$ cat src/sbsr_pkg.sv
// Constants, carriers and states for the status byte and service request block.
// Assumes one 25 MHz clock shared with the command parser that drives it.
// What this block does
// - Message-available bit 4 follows output buffer data presence with no latch.
// - Summary bits are unlatched and track their source conditions continuously.
// - Clearing one event register clears only its own summary bit.
// - Message-available drops after every queued message has been read, and while a fetch is in progress.
// - Bit 3 is set when any enabled questionable event bit is set.
// - Bit 5 is set when any enabled standard event bit is set.
// - Bit 6 means requesting service; bits 0, 1, 2 and 7 read zero.
// - Clear-status clears the summary and all event registers.
// - Service enable clears on a write of zero, or at power-on after flag 1.
// - Power-on keeps the service enable when the power-on flag was 0.
// - Enabled summary bits rising from none set request-service and drive the SRQ line.
// - Serial poll, or reading the causing event register, clears the request.
// - Serial poll clears only the request bit and never stalls measurement.
// - Register queries return the binary weighted sum of set bits.
// - Status byte query matches serial poll except bit 6, which shows the live service summary; it never clears the request.
// - Status byte query runs in order, after earlier commands complete.
// - Status byte query clears no bit of the summary register.
// - With immediate trigger, message-available sets on the first reading.
// - With stored readings, message-available waits until the fetch has moved all.
// - Operation-complete bit 0 sets once the operation-complete command executes.

package sbsr_pkg;

   localparam int              STB_QSB_BIT     = 3;
   localparam int              STB_MAV_BIT     = 4;
   localparam int              STB_ESB_BIT     = 5;
   localparam int              STB_RQS_BIT     = 6;
   localparam logic [7:0]      STB_UNUSED_MASK = 8'h87;
   localparam logic [7:0]      SRE_SVC_MASK    = 8'h38;
   localparam logic [7:0]      SRE_WRITE_MASK  = 8'hBF;
   localparam int              ESR_OPC_BIT     = 0;
   localparam int              ESR_PON_BIT     = 7;
   localparam logic [7:0]      ESR_USED_MASK   = 8'hBD;
   localparam logic [15:0]     QUES_USED_MASK  = 16'h1A03;
   localparam logic [7:0]      EVENT8_RST      = 8'h00;
   localparam logic [15:0]     EVENT16_RST     = 16'h0000;
   localparam logic [7:0]      ENABLE8_RST     = 8'h00;
   localparam logic [15:0]     ENABLE16_RST    = 16'h0000;
   localparam logic [15:0]     RESP_RST        = 16'h0000;
   localparam logic            PSC_RST         = 1'b1;

   typedef struct packed {
      logic       unused_hi;
      logic       rqs;
      logic       esb;
      logic       mav;
      logic       qsb;
      logic [2:0] unused_lo;
   } sbsr_status_t;

   typedef struct packed {
      logic clear_status;
      logic ese_write;
      logic sre_write;
      logic ques_en_write;
      logic ques_preset;
      logic psc_write;
      logic esr_query;
      logic ese_query;
      logic sre_query;
      logic ques_event_query;
      logic ques_en_query;
      logic stb_query;
   } sbsr_cmd_t;

   typedef enum logic {
      SBSR_STBQ_IDLE,
      SBSR_STBQ_WAIT
   } sbsr_stbq_t;

endpackage : sbsr_pkg

$ cat src/sbsr_status_byte.sv
// Status byte summary, service request and register query answers.
// Assumes command strobes, event pulses and buffer flags come from logic on clock.
`timescale 1ns/100ps

module sbsr_status_byte
(
   input  wire logic                clock,
   input  wire logic                rst_n,
   input  wire sbsr_pkg::sbsr_cmd_t cmd,
   input  wire logic [15:0]         wr_data,
   input  wire logic                cmd_busy,
   input  wire logic                psc_stored,
   input  wire logic [7:0]          ese_stored,
   input  wire logic [7:0]          sre_stored,
   input  wire logic [7:0]          std_event_set,
   input  wire logic [15:0]         ques_event_set,
   input  wire logic                opc_executed,
   input  wire logic                out_buf_pending,
   input  wire logic                fetch_in_progress,
   input  wire logic                serial_poll,
   output logic                     spoll_valid,
   output logic [7:0]               spoll_byte,
   output logic                     resp_valid,
   output logic [15:0]              resp_data,
   output sbsr_pkg::sbsr_status_t   status_byte,
   output logic                     srq,
   output logic                     psc_flag,
   output logic [7:0]               ese_value,
   output logic [7:0]               sre_value,
   output logic [15:0]              ques_enable
);

   logic                 load_pending;
   logic [7:0]           std_event;
   logic [15:0]          ques_event;
   logic                 rqs;
   logic                 svc_prev;
   logic [7:0]           rqs_cause;
   sbsr_pkg::sbsr_stbq_t stbq_state;
   sbsr_pkg::sbsr_stbq_t next_stbq_state;

   wire        mav;
   wire        qsb;
   wire        esb;
   wire [7:0]  summary_raw;
   wire [7:0]  svc_bits;
   wire        svc_cond;
   wire        svc_rise;
   wire        std_clear;
   wire        ques_clear;
   wire [7:0]  std_set_all;
   wire [7:0]  next_std_event;
   wire [15:0] next_ques_event;
   wire        rqs_clear;
   wire        next_rqs;
   wire [7:0]  next_rqs_cause;
   wire        stb_fire;
   wire        stbq_idle;
   wire [7:0]  stb_answer;
   wire        other_query;
   wire [15:0] query_answer;

   // Fetch gating keeps stored readings invisible until the transfer is whole
   assign mav = out_buf_pending & ~fetch_in_progress;
   assign qsb = |(ques_event & ques_enable);
   assign esb = |(std_event & ese_value);

   assign status_byte.unused_hi = 1'b0;
   assign status_byte.rqs       = rqs;
   assign status_byte.esb       = esb;
   assign status_byte.mav       = mav;
   assign status_byte.qsb       = qsb;
   assign status_byte.unused_lo = 3'b000;

   assign summary_raw = {2'b00, esb, mav, qsb, 3'b000};
   assign svc_bits    = summary_raw & sre_value & sbsr_pkg::SRE_SVC_MASK;
   assign svc_cond    = |svc_bits;
   // Edge-triggered so a poll cannot be followed by an instant re-request
   assign svc_rise    = svc_cond & ~svc_prev;

   assign std_clear   = cmd.clear_status | cmd.esr_query;
   assign ques_clear  = cmd.clear_status | cmd.ques_event_query;
   assign std_set_all = std_event_set
                      | {7'b000_0000, opc_executed}
                      | {load_pending, 7'b000_0000};
   // Set is ORed after the clear so an arriving event is never lost
   assign next_std_event  = (std_event & ~{8{std_clear}})
                          | (std_set_all & sbsr_pkg::ESR_USED_MASK);
   assign next_ques_event = (ques_event & ~{16{ques_clear}})
                          | (ques_event_set & sbsr_pkg::QUES_USED_MASK);

   assign rqs_clear = serial_poll
                    | cmd.clear_status
                    | (cmd.esr_query & rqs_cause[sbsr_pkg::STB_ESB_BIT])
                    | (cmd.ques_event_query & rqs_cause[sbsr_pkg::STB_QSB_BIT]);
   assign next_rqs       = svc_rise | (rqs & ~rqs_clear);
   assign next_rqs_cause = svc_rise ? svc_bits : rqs_cause;

   assign stbq_idle  = (stbq_state == sbsr_pkg::SBSR_STBQ_IDLE);
   assign stb_fire   = ~cmd_busy & (stbq_idle ? cmd.stb_query : 1'b1);
   // Bit 6 carries the live service summary, untouched by a poll
   assign stb_answer = {1'b0, svc_cond, summary_raw[5:0]};

   // A pending status byte query holds the answer port; other queries meanwhile are dropped
   assign other_query = stbq_idle & ~cmd.stb_query
                      & (cmd.esr_query | cmd.ese_query | cmd.sre_query
                         | cmd.ques_event_query | cmd.ques_en_query);
   assign query_answer = cmd.esr_query        ? {8'h00, std_event}
                       : cmd.ese_query        ? {8'h00, ese_value}
                       : cmd.sre_query        ? {8'h00, sre_value}
                       : cmd.ques_event_query ? ques_event
                       : ques_enable;

   always_comb
   begin
      next_stbq_state = stbq_state;
      unique case (stbq_state)
         sbsr_pkg::SBSR_STBQ_IDLE:
         begin
            if (cmd.stb_query && cmd_busy)
            begin
               next_stbq_state = sbsr_pkg::SBSR_STBQ_WAIT;
            end
         end
         sbsr_pkg::SBSR_STBQ_WAIT:
         begin
            if (!cmd_busy)
            begin
               next_stbq_state = sbsr_pkg::SBSR_STBQ_IDLE;
            end
         end
      endcase
   end

   // Power-on load runs one cycle after release so the stored flag is sampled
   always_ff @(posedge clock or negedge rst_n)
   begin
      if (!rst_n)
      begin
         load_pending <= 1'b1;
         psc_flag     <= sbsr_pkg::PSC_RST;
      end
      else
      begin
         load_pending <= 1'b0;
         if (load_pending)
         begin
            psc_flag <= psc_stored;
         end
         else if (cmd.psc_write)
         begin
            psc_flag <= wr_data[0];
         end
      end
   end

   always_ff @(posedge clock or negedge rst_n)
   begin
      if (!rst_n)
      begin
         ese_value   <= sbsr_pkg::ENABLE8_RST;
         sre_value   <= sbsr_pkg::ENABLE8_RST;
         ques_enable <= sbsr_pkg::ENABLE16_RST;
      end
      else if (load_pending)
      begin
         ese_value <= psc_stored ? sbsr_pkg::ENABLE8_RST : ese_stored;
         sre_value <= psc_stored ? sbsr_pkg::ENABLE8_RST
                                 : (sre_stored & sbsr_pkg::SRE_WRITE_MASK);
      end
      else
      begin
         if (cmd.ese_write)
         begin
            ese_value <= wr_data[7:0];
         end
         if (cmd.sre_write)
         begin
            sre_value <= wr_data[7:0] & sbsr_pkg::SRE_WRITE_MASK;
         end
         if (cmd.ques_preset)
         begin
            ques_enable <= sbsr_pkg::ENABLE16_RST;
         end
         else if (cmd.ques_en_write)
         begin
            ques_enable <= wr_data;
         end
      end
   end

   always_ff @(posedge clock or negedge rst_n)
   begin
      if (!rst_n)
      begin
         std_event  <= sbsr_pkg::EVENT8_RST;
         ques_event <= sbsr_pkg::EVENT16_RST;
      end
      else
      begin
         std_event  <= next_std_event;
         ques_event <= next_ques_event;
      end
   end

   always_ff @(posedge clock or negedge rst_n)
   begin
      if (!rst_n)
      begin
         rqs       <= 1'b0;
         svc_prev  <= 1'b0;
         rqs_cause <= sbsr_pkg::EVENT8_RST;
         srq       <= 1'b0;
      end
      else
      begin
         rqs       <= next_rqs;
         svc_prev  <= svc_cond;
         rqs_cause <= next_rqs_cause;
         srq       <= next_rqs;
      end
   end

   always_ff @(posedge clock or negedge rst_n)
   begin
      if (!rst_n)
      begin
         stbq_state  <= sbsr_pkg::SBSR_STBQ_IDLE;
         resp_valid  <= 1'b0;
         resp_data   <= sbsr_pkg::RESP_RST;
         spoll_valid <= 1'b0;
         spoll_byte  <= sbsr_pkg::EVENT8_RST;
      end
      else
      begin
         stbq_state  <= next_stbq_state;
         resp_valid  <= stb_fire | other_query;
         spoll_valid <= serial_poll;
         if (stb_fire)
         begin
            resp_data <= {8'h00, stb_answer};
         end
         else if (other_query)
         begin
            resp_data <= query_answer;
         end
         if (serial_poll)
         begin
            spoll_byte <= status_byte;
         end
      end
   end
endmodule : sbsr_status_byte

$ cat config.mk
export PLATFORM = sky130hd
export DESIGN_NAME = sbsr_status_byte
export DESIGN_NICKNAME = d
export VERILOG_FILES = /design/src/sbsr_pkg.sv /design/src/sbsr_status_byte.sv
export SDC_FILE = /design/constraint.sdc
export NUM_CORES = 1
export LEC_CHECK = 0
export BUFFER_PORTS_ARGS = -buffer_cell sky130_fd_sc_hd__buf_2
export CAP_MARGIN = 20
export CORE_ASPECT_RATIO = 0.8
export CORE_MARGIN = 2
export CORE_UTILIZATION = 54
export CTS_CLUSTER_SIZE = 25
export DETAILED_ROUTE_END_ITERATION = 8
export PLACE_DENSITY = 0.86
export SKIP_LAST_GASP = 1
export SLEW_MARGIN = 20
export SYNTH_ARGS = -nofsm -noshare
export SYNTH_HDL_FRONTEND = slang
export SYNTH_SLANG_ARGS = --single-unit
$ cat constraint.sdc
create_clock -name clock -period 2.5 [get_ports clock]
set_input_delay 0.25 -clock clock [delete_from_list [all_inputs] [get_ports clock]]
set_output_delay 0.25 -clock clock [all_outputs]
set_load 0.005 [all_outputs]
* Word level (Yosys, flattened, before mapping)
Index checks and enable logic that the tools add are counted.
Widths: inputs -> output; s select.
** Word-level totals
- Word-level logic and storage cells :: 82
- Input port bits :: 76
- Bits in registers :: 86
- Bits in latches :: 0
- Bits in writable memories :: 0
- ROM bits :: 0
- Output and inout port bits :: 68
- Memories kept :: 0
** Cells by class
- Bitwise gates (word level) :: 37
- Multiply operators :: 0
- Divide/modulo/power cells :: 0
- Muxes and demuxes :: 20
- Reductions and logical operators :: 10
- $add $sub $neg :: 0
- Shift operators :: 0
- Eq/ne operators :: 0
- $lt $le $gt $ge :: 0
** Operator list (number)
- $mux 16 :: 8
- $mux 8 :: 6
- $and 16x16->16 :: 2
- $and 8x8->8 :: 2
- $not 16->16 :: 1
- $or 16x13->16 :: 1
- $or 8x8->8 :: 2
- $reduce_or 16->1 :: 1
- $or 1x1->1 :: 11
- $reduce_bool 2->1 :: 5
- $and 1x1->1 :: 8
- $not 8->8 :: 1
- $or 8x1->8 :: 1
- $reduce_or 8->1 :: 1
- $not 1->1 :: 7
- $and 6x6->6 :: 1
- $mux 1 :: 5
- $reduce_or 3->1 :: 1
- $pmux 1 s2 :: 1
- $reduce_and 2->1 :: 1
- $logic_and 1x1->1 :: 1

* Logic depth before layout (Yosys ltp)
Gate-level depths: netlist of run 1.
- Depth after elaboration :: 7
- Gate-level depth with buffers :: 7
- Depth with buffers taken out :: 6

* Least setup slack after synthesis of run 1
OpenSTA, ideal clock, no wires.
- Kind :: register to output
- From :: reg ques_enable[13]
- To :: out status_byte[3] (netlist name)
- Path buffers :: 1
- Data required time :: 2.250 ns
- Path slack :: 1.018 ns
- Cell stages (with the launch flop) :: 6
- Data arrival time :: 1.232 ns
- Cell sequence :: dfrtp_1 > a22oi_2 > nand2_2 > nor4_4 > inv_2 > buf_4
** On the way
- Cells in the longest elaborated chain, start to end :: 2
** Ends and longest elaborated chain
- from (decl) :: RTL line sbsr_status_byte.sv:30 : output logic [15:0] ques_enable
- from (signal assigned) :: RTL line sbsr_status_byte.sv:163 : ques_enable <= sbsr_pkg::ENABLE16_RST;
- from (signal assigned) :: RTL line sbsr_status_byte.sv:183 : ques_enable <= sbsr_pkg::ENABLE16_RST;
- from (signal assigned) :: RTL line sbsr_status_byte.sv:187 : ques_enable <= wr_data;
- $and 16x16->16 :: RTL line sbsr_status_byte.sv:65 : assign qsb = |(ques_event & ques_enable);
- $reduce_or 16->1 :: RTL line sbsr_status_byte.sv:65
- to (decl) :: RTL line sbsr_status_byte.sv:25 : output sbsr_pkg::sbsr_status_t status_byte,
No other way between the ends.

==> metrics, run 1 <==
first-pass GRT wire length=16,500 um; peak supply drop=~0.00035 V; largest net degree at the start of global routing=57; top post-synthesis cells by area=dfrtp_1 51%, mux2i_1 8.4%, nand2_1 5.5%; max-slew violation count=0; post-synthesis sequential area ratio=between 50% and 60%; kind of critical path=reg -> out; Final nets=slightly below 600; crit path time final=~2.1 ns; Post-synth ARST share=100%; ant diodes=0; row count=28; fmax=484 MHz; CTS tree=done; Post-synth EDFFs=0; class of the worst hold path=in -> reg; RSZ-0062 raised after global routing=no; total CTS buffers=9; initial DRC count=226; status=complete, no violations; Post-route DRC=0; Pleak=approximately 2.5 nW; Die ar.=roughly 8200 um^2; Sink Count=84; Synthesis Warnings=0; R2R depth=6; hold path depth=2; die extent in y=between 80 and 90 um; DRT antenna net count=0; dpl cell area=between 4000 and 5000 um^2; area leader, netlist=dfrtp_1; IO Pins=roughly 140; cts repair resizes=0; core area=7360 um^2; flops & latches, synth=84; Synth cell types=37; cell area after synthesis=approximately 4000 um^2; die width=approximately 100 um; wire per inst=about 17 um; Fin Setup TNS=0 ns; dominant synthesized flop cell=dfrtp_1; CTS max path bufs=2; Synth Area per Inst=between 10 and 15 um^2; post-synth top area share=about half; total chip power=between 3 and 4 mW; share of cells above drive strength 1=31.2%; GRT Total Usage=a little over a quarter; number of buffers added on ports=120; Final setup violation count=0; Tightest Pin Transition=between 0.8 and 0.9 ns; Tcrit/Tclk final=82.7%; Post-Synthesis Cells=about 400; CP Max Fanout=5; GPL Wtd Cong=about 0.84; final WL=about 10,000 um; vias in the first global route=roughly 3,300; Post-CTS Setup Inserts=0; DR pass1 iterations=4; Area Overhead vs Synth=20.4%; Fin. Hold Viols=0; crit start category=flop; Via density=5.62; # H-tree levels=3; Req. time, crit path=2.25 ns; Worst-Skew Late Latency=~0.36 ns; count leader, synth=dfrtp_1; routed vias=between 3,000 and 4,000; detailed placement HPWL=between 7000 and 8000 um; Slew headroom=42.1%; CP Capture Type=output pin; total gr overflow=0; clock skew=~0.013 ns; Commonest cells post-synth=82 x dfrtp_1, 59 x nand2_1, 43 x o21ai_0, 34 x mux2i_1, 26 x a21oi_1; max-cap violations=0; Initial Utilization=55.1%; CTS clock-pin slew for the worst setup and hold paths=about 0.09 ns; WP data arrival=~1.8 ns; final instance area=4880 um^2; Root Driver=clkbuf_8; pwr dens=649 nW/um^2; initial antenna violation count=0
==> power by group <==
group,total [mW],internal (mW),switching [mW],leakage [nW]
sequential,1.61,1.48,0.124,1.07
clock,0.998,0.498,0.501,0.104
combinational,0.564,0.264,0.300,1.32
==> critical path, cell delays in order (launching register included) <==
cell and delay (ns):
dfrtp_1 0.42, a22oi_1 0.22, nand2_1 0.15, nor4_4 0.38, inv_2 0.13, buf_2 0.15
==> cell type report <==
| class | count | area [um^2] |
|---|---|---|
| inverter | 8 | 30.0 |
| clock inverter | 6 | 68.8 |
| sequential | 84 | 2100 |
| clock buffer | 10 | 138 |
| fill | 590 | 2470 |
| multi-input combinational | 281 | 1760 |
| timing repair buffer | 127 | 671 |
| tap | 90 | 113 |
==> cells by family after synthesis <==
logic type	Yosys count	synth area share (%)
buf+inv	42	5.58
simple gates	109	12.9
compound gates	119	18.6
other cells	1	0.0924
mux	43	10.9
flops	84	51.9
==> registers in the layout, indices dropped and copies added (netlist names) <==
register and cells:
ques_event 16, stbq_state 1, load_pending 1, std_event 8, psc_flag 1, resp_data 16, spoll_byte 4, resp_valid 1
rqs_cause 2, ques_enable 16, svc_prev 1, spoll_valid 1, sre_value 7, rqs 1, ese_value 8
==> worst paths after layout <==
path / from / end / slack [ns]
setup / recovery: ques_enable[9] / status_byte[3] / 0.43
hold / removal: ques_event_set[9] / ques_event[9] / 0.06
setup reg to reg: ques_enable[9] / resp_data[3] / 0.66
hold reg to reg: resp_data[4] / resp_data[4] / 0.48
max in group asynchronous: rst_n / load_pending / 1.31
min in group asynchronous: rst_n / ques_enable[1] / 0.50
==> through the flow <==
step	setup WS [ns]	hold WS [ns]	util, %	cells
finish	0.433	0.0594	66.4	606
global placement	0.672	0.341	63.4	589
floorplan	1.02	-0.0456	-	407
global route	0.304	0.0599	66.4	606
detailed placement	0.630	0.350	63.4	589
CTS	0.430	0.0577	66.4	606
==> layer usage <==
| metal | wire [um] | track usage [%] |
|---|---|---|
| met5 | 0 | 0 |
| met4 | 238 | 8.65 |
| met2 | 4920 | 42.7 |
| met3 | 685 | 6.04 |
| met1 | 4600 | 36.0 |
==> timing repair <==
item	in CTS	in global routing
endpoints found under the setup margin	0	0
hold buffers	1	0
hold endpoints to repair	54	0
==> cell usage in the layout (no fill, tap or decap), types with 11 or more instances in the layout <==
| cell | n |
|---|---|
| a21o_1 | 11 |
| a21oi_1 | 26 |
| a22oi_1 | 14 |
| and2_1 | 12 |
| buf_2 | 119 |
| dfrtp_1 | 82 |
| mux2i_1 | 34 |
| nand2_1 | 59 |
| nor2b_1 | 21 |
| o21ai_0 | 43 |
| o31ai_1 | 13 |
(Power assumes the default switching activity.)
==> run 2: changes to the inputs <==
CORE_UTILIZATION = 45   (was 54)
PLACE_DENSITY = 0.76   (was 0.86)
clock period = 1.8 ns   (was 2.5 ns; I/O delays follow)
==> run 2 against run 1 <==
Compared with the run above:
- power rose by 59%
- global-route usage down 3.0 points
- sequential power up 39%
- wire length is 4.4% higher
- via count is 0.44% higher
- combinational power grew 55%
- worst hold slack worse by 0.041 ns
- non-clock buffer count rose by 14
- cell area up 6.0%
==> metrics, run 2 (same netlist as run 1, synthesis figures left out) <==
status=complete, no violations; layer with the highest usage=met2; met2 Track Usage GR=~37%; CTS clock-pin slew for the worst setup and hold paths=0.06 ns; total CTS buffers=9; crit start category=flop; GPL Wtd Cong=around 0.9; Fin. Hold Viols=0; row count=30; CP Max Fanout=5; WP data arrival=1.57 ns; RSZ-0062 raised after global routing=yes; max-slew violation count=0; Req. time, crit path=1.62 ns; DR pass1 iterations=4; Fin Setup TNS=0 ns; pwr dens=approximately 1000 nW/um^2; worst hold slack=0.0187 ns; first-pass GRT wire length=17,100 um; die extent in y=just under 90 um; Die ar.=slightly below 10,000 um^2; Post-route DRC=0; total gr overflow=0; peak supply drop=around 0.00040 V; share of cells above drive strength 1=34.9%; wire per inst=~17 um; commonest non-fill, non-tap cells in the layout=118 x buf_2, 78 x dfrtp_1, 58 x nand2_1; number of buffers added on ports=120; GR Util met1=around a third; Worst-Skew Late Latency=about 0.34 ns; placed cells=approximately 620; Sink Count=84; Area Overhead vs Synth=27.7%; fin cells=around 640; CP Capture Type=output pin; detailed placement HPWL=roughly 8000 um; CTS tree=done; Slew headroom=about 37%; initial antenna violation count=0; Final nets=approximately 600; Tightest Pin Transition=0.944 ns; max-cap violations=0; clock skew=around 0.0073 ns; Via density=between 5 and 6; most common cell after layout, fill and taps aside=buf_2; vias in the first global route=~3,300; GRT Total Usage=between 20% and 30%; die width=between 100 and 150 um; biggest regs=ques_enable: 16 flops, ques_event: 16 flops, resp_data: 16 flops; core area=around 8600 um^2; Tcrit/Tclk final=between 90% and 100%; Final setup violation count=0; Pleak=approximately 2.6 nW; Global Route met3 Usage=around 6.3%; initial DRC count=between 150 and 200; # H-tree levels=3; largest net degree at the start of global routing=between 50 and 60; crit path time final=roughly 1.8 ns; routed vias=around 3,400; fmax=between 500 and 600 MHz; ant diodes=0; Initial Utilization=47.0%; Root Driver=clkbuf_16; IO Pins=roughly 140; DRT antenna net count=0; final WL=around 11,000 um; CTS max path bufs=2; class of the worst hold path=in -> reg; kind of critical path=reg -> out
==> run 2: cell count changes in the layout (fill, tap and decap cells not counted), sizes merged <==
cell,delta
clkinvlp,+1
inv,-3
bufinv,+1
clkinv,+1
buf,+14
==> run 2: cell type report <==
type                    instances  area, um^2
clock buffers                  10         229
clock inverters                 6        88.8
well taps                     112         140
fillers                       742        3450
inverters                       8        30.0
flip-flops and latches         84        2110
repair buffers                141         795
multi-input cells             281        1790
==> run 2: repair_timing <==
action                                 4_1_cts  5_1_grt
gates resized for setup                      1       10
setup buffers                                5        5
endpoints found under the hold margin       82        0
pin swaps                                    2        3
setup endpoints to repair                    1        4
cloned                                       0        0
hold buffers                                 1        0
==> run 2: path summary, 6_finish.rpt <==
| kind | startpoint | end | slack [ns] | depth (start not counted) |
|---|---|---|---|---|
| max | ques_enable[1] | status_byte[3] | 0.05 | 5 |
| min | std_event_set[2] | std_event[2] | 0.02 | 2 |
| max reg2reg | ques_enable[1] | rqs | 0.10 | 7 |
| min reg2reg | resp_data[12] | resp_data[12] | 0.47 | 2 |
| max in group asynchronous | rst_n | spoll_byte[5] | 1.04 | 3 |
| min in group asynchronous | rst_n | resp_data[8] | 0.21 | 2 |
==> run 2: per-stage QoR <==
stage	area [um^2]	worst slack [ns]	power, mW	util [%]
floorplan	4090	0.331	2.68	-
global placement	4740	0.101	3.03	54.9
global route	5180	-0.0561	5.31	60.0
detailed placement	4740	0.0567	3.07	54.9
CTS	5110	0.0153	5.05	59.2
finish	5180	0.0496	5.06	60.0
==> run 2: layer usage <==
layer,up-vias,routed length (um),part of all wire (%)
met5,-,0,0
met4,0,104,0.95
met3,13,828,7.6
met2,133,5030,46
met1,1647,4940,45
li1,1625,-,-
==> run 2: power breakdown <==
part | internal (mW) | switching, mW | leakage (nW)
clock network | 1.21 | 0.732 | 0.149
registers | 2.07 | 0.168 | 1.06
logic | 0.425 | 0.449 | 1.40
total | 3.71 | 1.35 | 2.61
==> run 2: critical path, stage by stage (launching register included) <==
cell and delay [ns]:
dfrtp_2 0.44, a22oi_2 0.19, nand2_2 0.09, nor4_4 0.32
inv_2 0.07, buf_6 0.12
==> run 3: changes to the inputs <==
CORE_UTILIZATION = 27   (was 45)
PLACE_DENSITY = default   (was 0.76)
SKIP_CTS_REPAIR_TIMING = 1   (was default)
==> run 3 against run 2 <==
Compared with the run above:
- the flow now finishes with violations (negative setup slack)
- clock-buffer cell count decreased by 1
- die area up 64%
- worst hold slack gained 0.0026 ns
- global-route usage is 8.2 points lower
- cell area is 1.5% higher
- via count is 0.85% higher
- critical endpoint unchanged
- setup slack got worse by 0.13 ns
- non-clock buffer count is 2 lower
- critical path type unchanged
- sequential share of layout area decreased by 0.64 points
==> metrics, run 3 (same netlist as run 1, synthesis figures left out) <==
peak supply drop=0.000477 V; max-cap violations=0; total CTS buffers=9; vias in the first global route=approximately 3,300; Fin. Hold Viols=0; commonest non-fill, non-tap cells in the layout=119 x buf_2, 80 x dfrtp_1, 58 x nand2_1; initial antenna violation count=2; DR pass1 iterations=5; # H-tree levels=3; detailed placement HPWL=a little over 9000 um; biggest regs=ques_enable: 16 flops, ques_event: 16 flops, resp_data: 16 flops; routed vias=around 3,400; largest net degree at the start of global routing=43; RSZ-0062 raised after global routing=yes; CP Capture Type=output pin; Area Overhead vs Synth=29.5%; final WL=roughly 12,000 um; CTS max path bufs=2; kind of critical path=reg -> out; Final nets=599; wire per inst=around 17 um; met2 Track Usage GR=between 20 and 25%; Global Route met3 Usage=a little under 5%; Root Driver=clkbuf_16; number of buffers added on ports=120; crit start category=flop; Sink Count=84; Via density=roughly 4.8; class of the worst hold path=in -> reg; max-slew violation count=0; WP data arrival=1.70 ns; IO Pins=approximately 140; Req. time, crit path=between 1.5 and 2 ns; row count=40; CP Max Fanout=5; dpl cell area=approximately 4900 um^2; Slew headroom=between 30% and 40%; Final setup violation count=1; final instance area=5260 um^2; first-pass GRT wire length=18,500 um; share of cells above drive strength 1=~34%; die width=~140 um; GRT Total Usage=15.2%; Worst-Skew Late Latency=roughly 0.34 ns; CTS tree=done; Die ar.=between 15,000 and 20,000 um^2; filler cell count=1,510; most common cell after layout, fill and taps aside=buf_2; pwr dens=between 900 and 1000 nW/um^2; setup ws final=-0.0831 ns; die extent in y=114 um; failing checks=negative setup slack; initial DRC count=139; clock skew=a little under 0.008 ns; total chip power=5.24 mW; GPL Wtd Cong=just under 0.9; Pleak=between 2 and 3 nW; DRT antenna net count=0; Post-route DRC=0; GR Util met1=21.7%; CTS clock-pin slew for the worst setup and hold paths=0.06 ns; Tightest Pin Transition=~0.96 ns; total gr overflow=0; Tcrit/Tclk final=105%; layer with the highest usage=met2; fmax=between 500 and 600 MHz; core area=~15,000 um^2; crit path time final=roughly 1.9 ns; status=complete, but fails checks; ant diodes=0; Initial Utilization=between 20% and 30%
-- run 3: layer usage --
layer	vias up	part of all wire [%]
met5	-	0.11
met4	2	1.6
met3	20	6.8
met2	133	44
met1	1670	48
li1	1622	-
-- run 3: critical path, cell delays in order (launching register included) --
cell and delay, ns:
dfrtp_1 0.43, a22oi_2 0.22, nand2_2 0.09, nor4_4 0.43, inv_2 0.06, buf_2 0.13
-- run 3: final timing paths --
path,to,slack (ns),cells after the start,from
worst min-delay path,ques_event[9],0.02,2,ques_event_set[9]
worst max-delay path,status_byte[3],-0.08,5,ques_enable[2]
min in group asynchronous,resp_data[8],0.25,2,rst_n
worst max register to register,rqs_cause[3],0.01,7,ques_enable[2]
worst min register to register,resp_data[13],0.47,2,resp_data[13]
max in group asynchronous,std_event[1],0.93,3,rst_n
-- run 3: metrics by stage --
step	setup slack, ns	setup TNS [ns]	hold WS, ns	cells	utilization (%)
floorplan	0.331	0	-0.116	407	-
global placement	0.0513	0	0.0590	695	32.6
detailed placement	0.0222	0	0.0648	696	32.6
CTS	-0.210	-0.210	-0.300	712	35.0
global route	-0.182	-0.490	0.0111	717	35.4
finish	-0.0831	-0.0831	0.0213	717	35.4
-- run 3: cell type report --
class                   instances  area, um^2  share of cell area (%)
clock buffers                   9         225                    4.29
clock inverters                 7         124                    2.36
inverters                       8        30.0                   0.571
multi-input cells             281        1770                    33.7
flip-flops and latches         84        2110                    40.1
well taps                     189         236                    4.50
repair buffers                139         761                    14.5
-- run 3: power by group --
group          internal [mW]  leakage (nW)  switching [mW]
logic                  0.400          1.38           0.458
clock network           1.37         0.166           0.777
registers               2.06          1.06           0.175
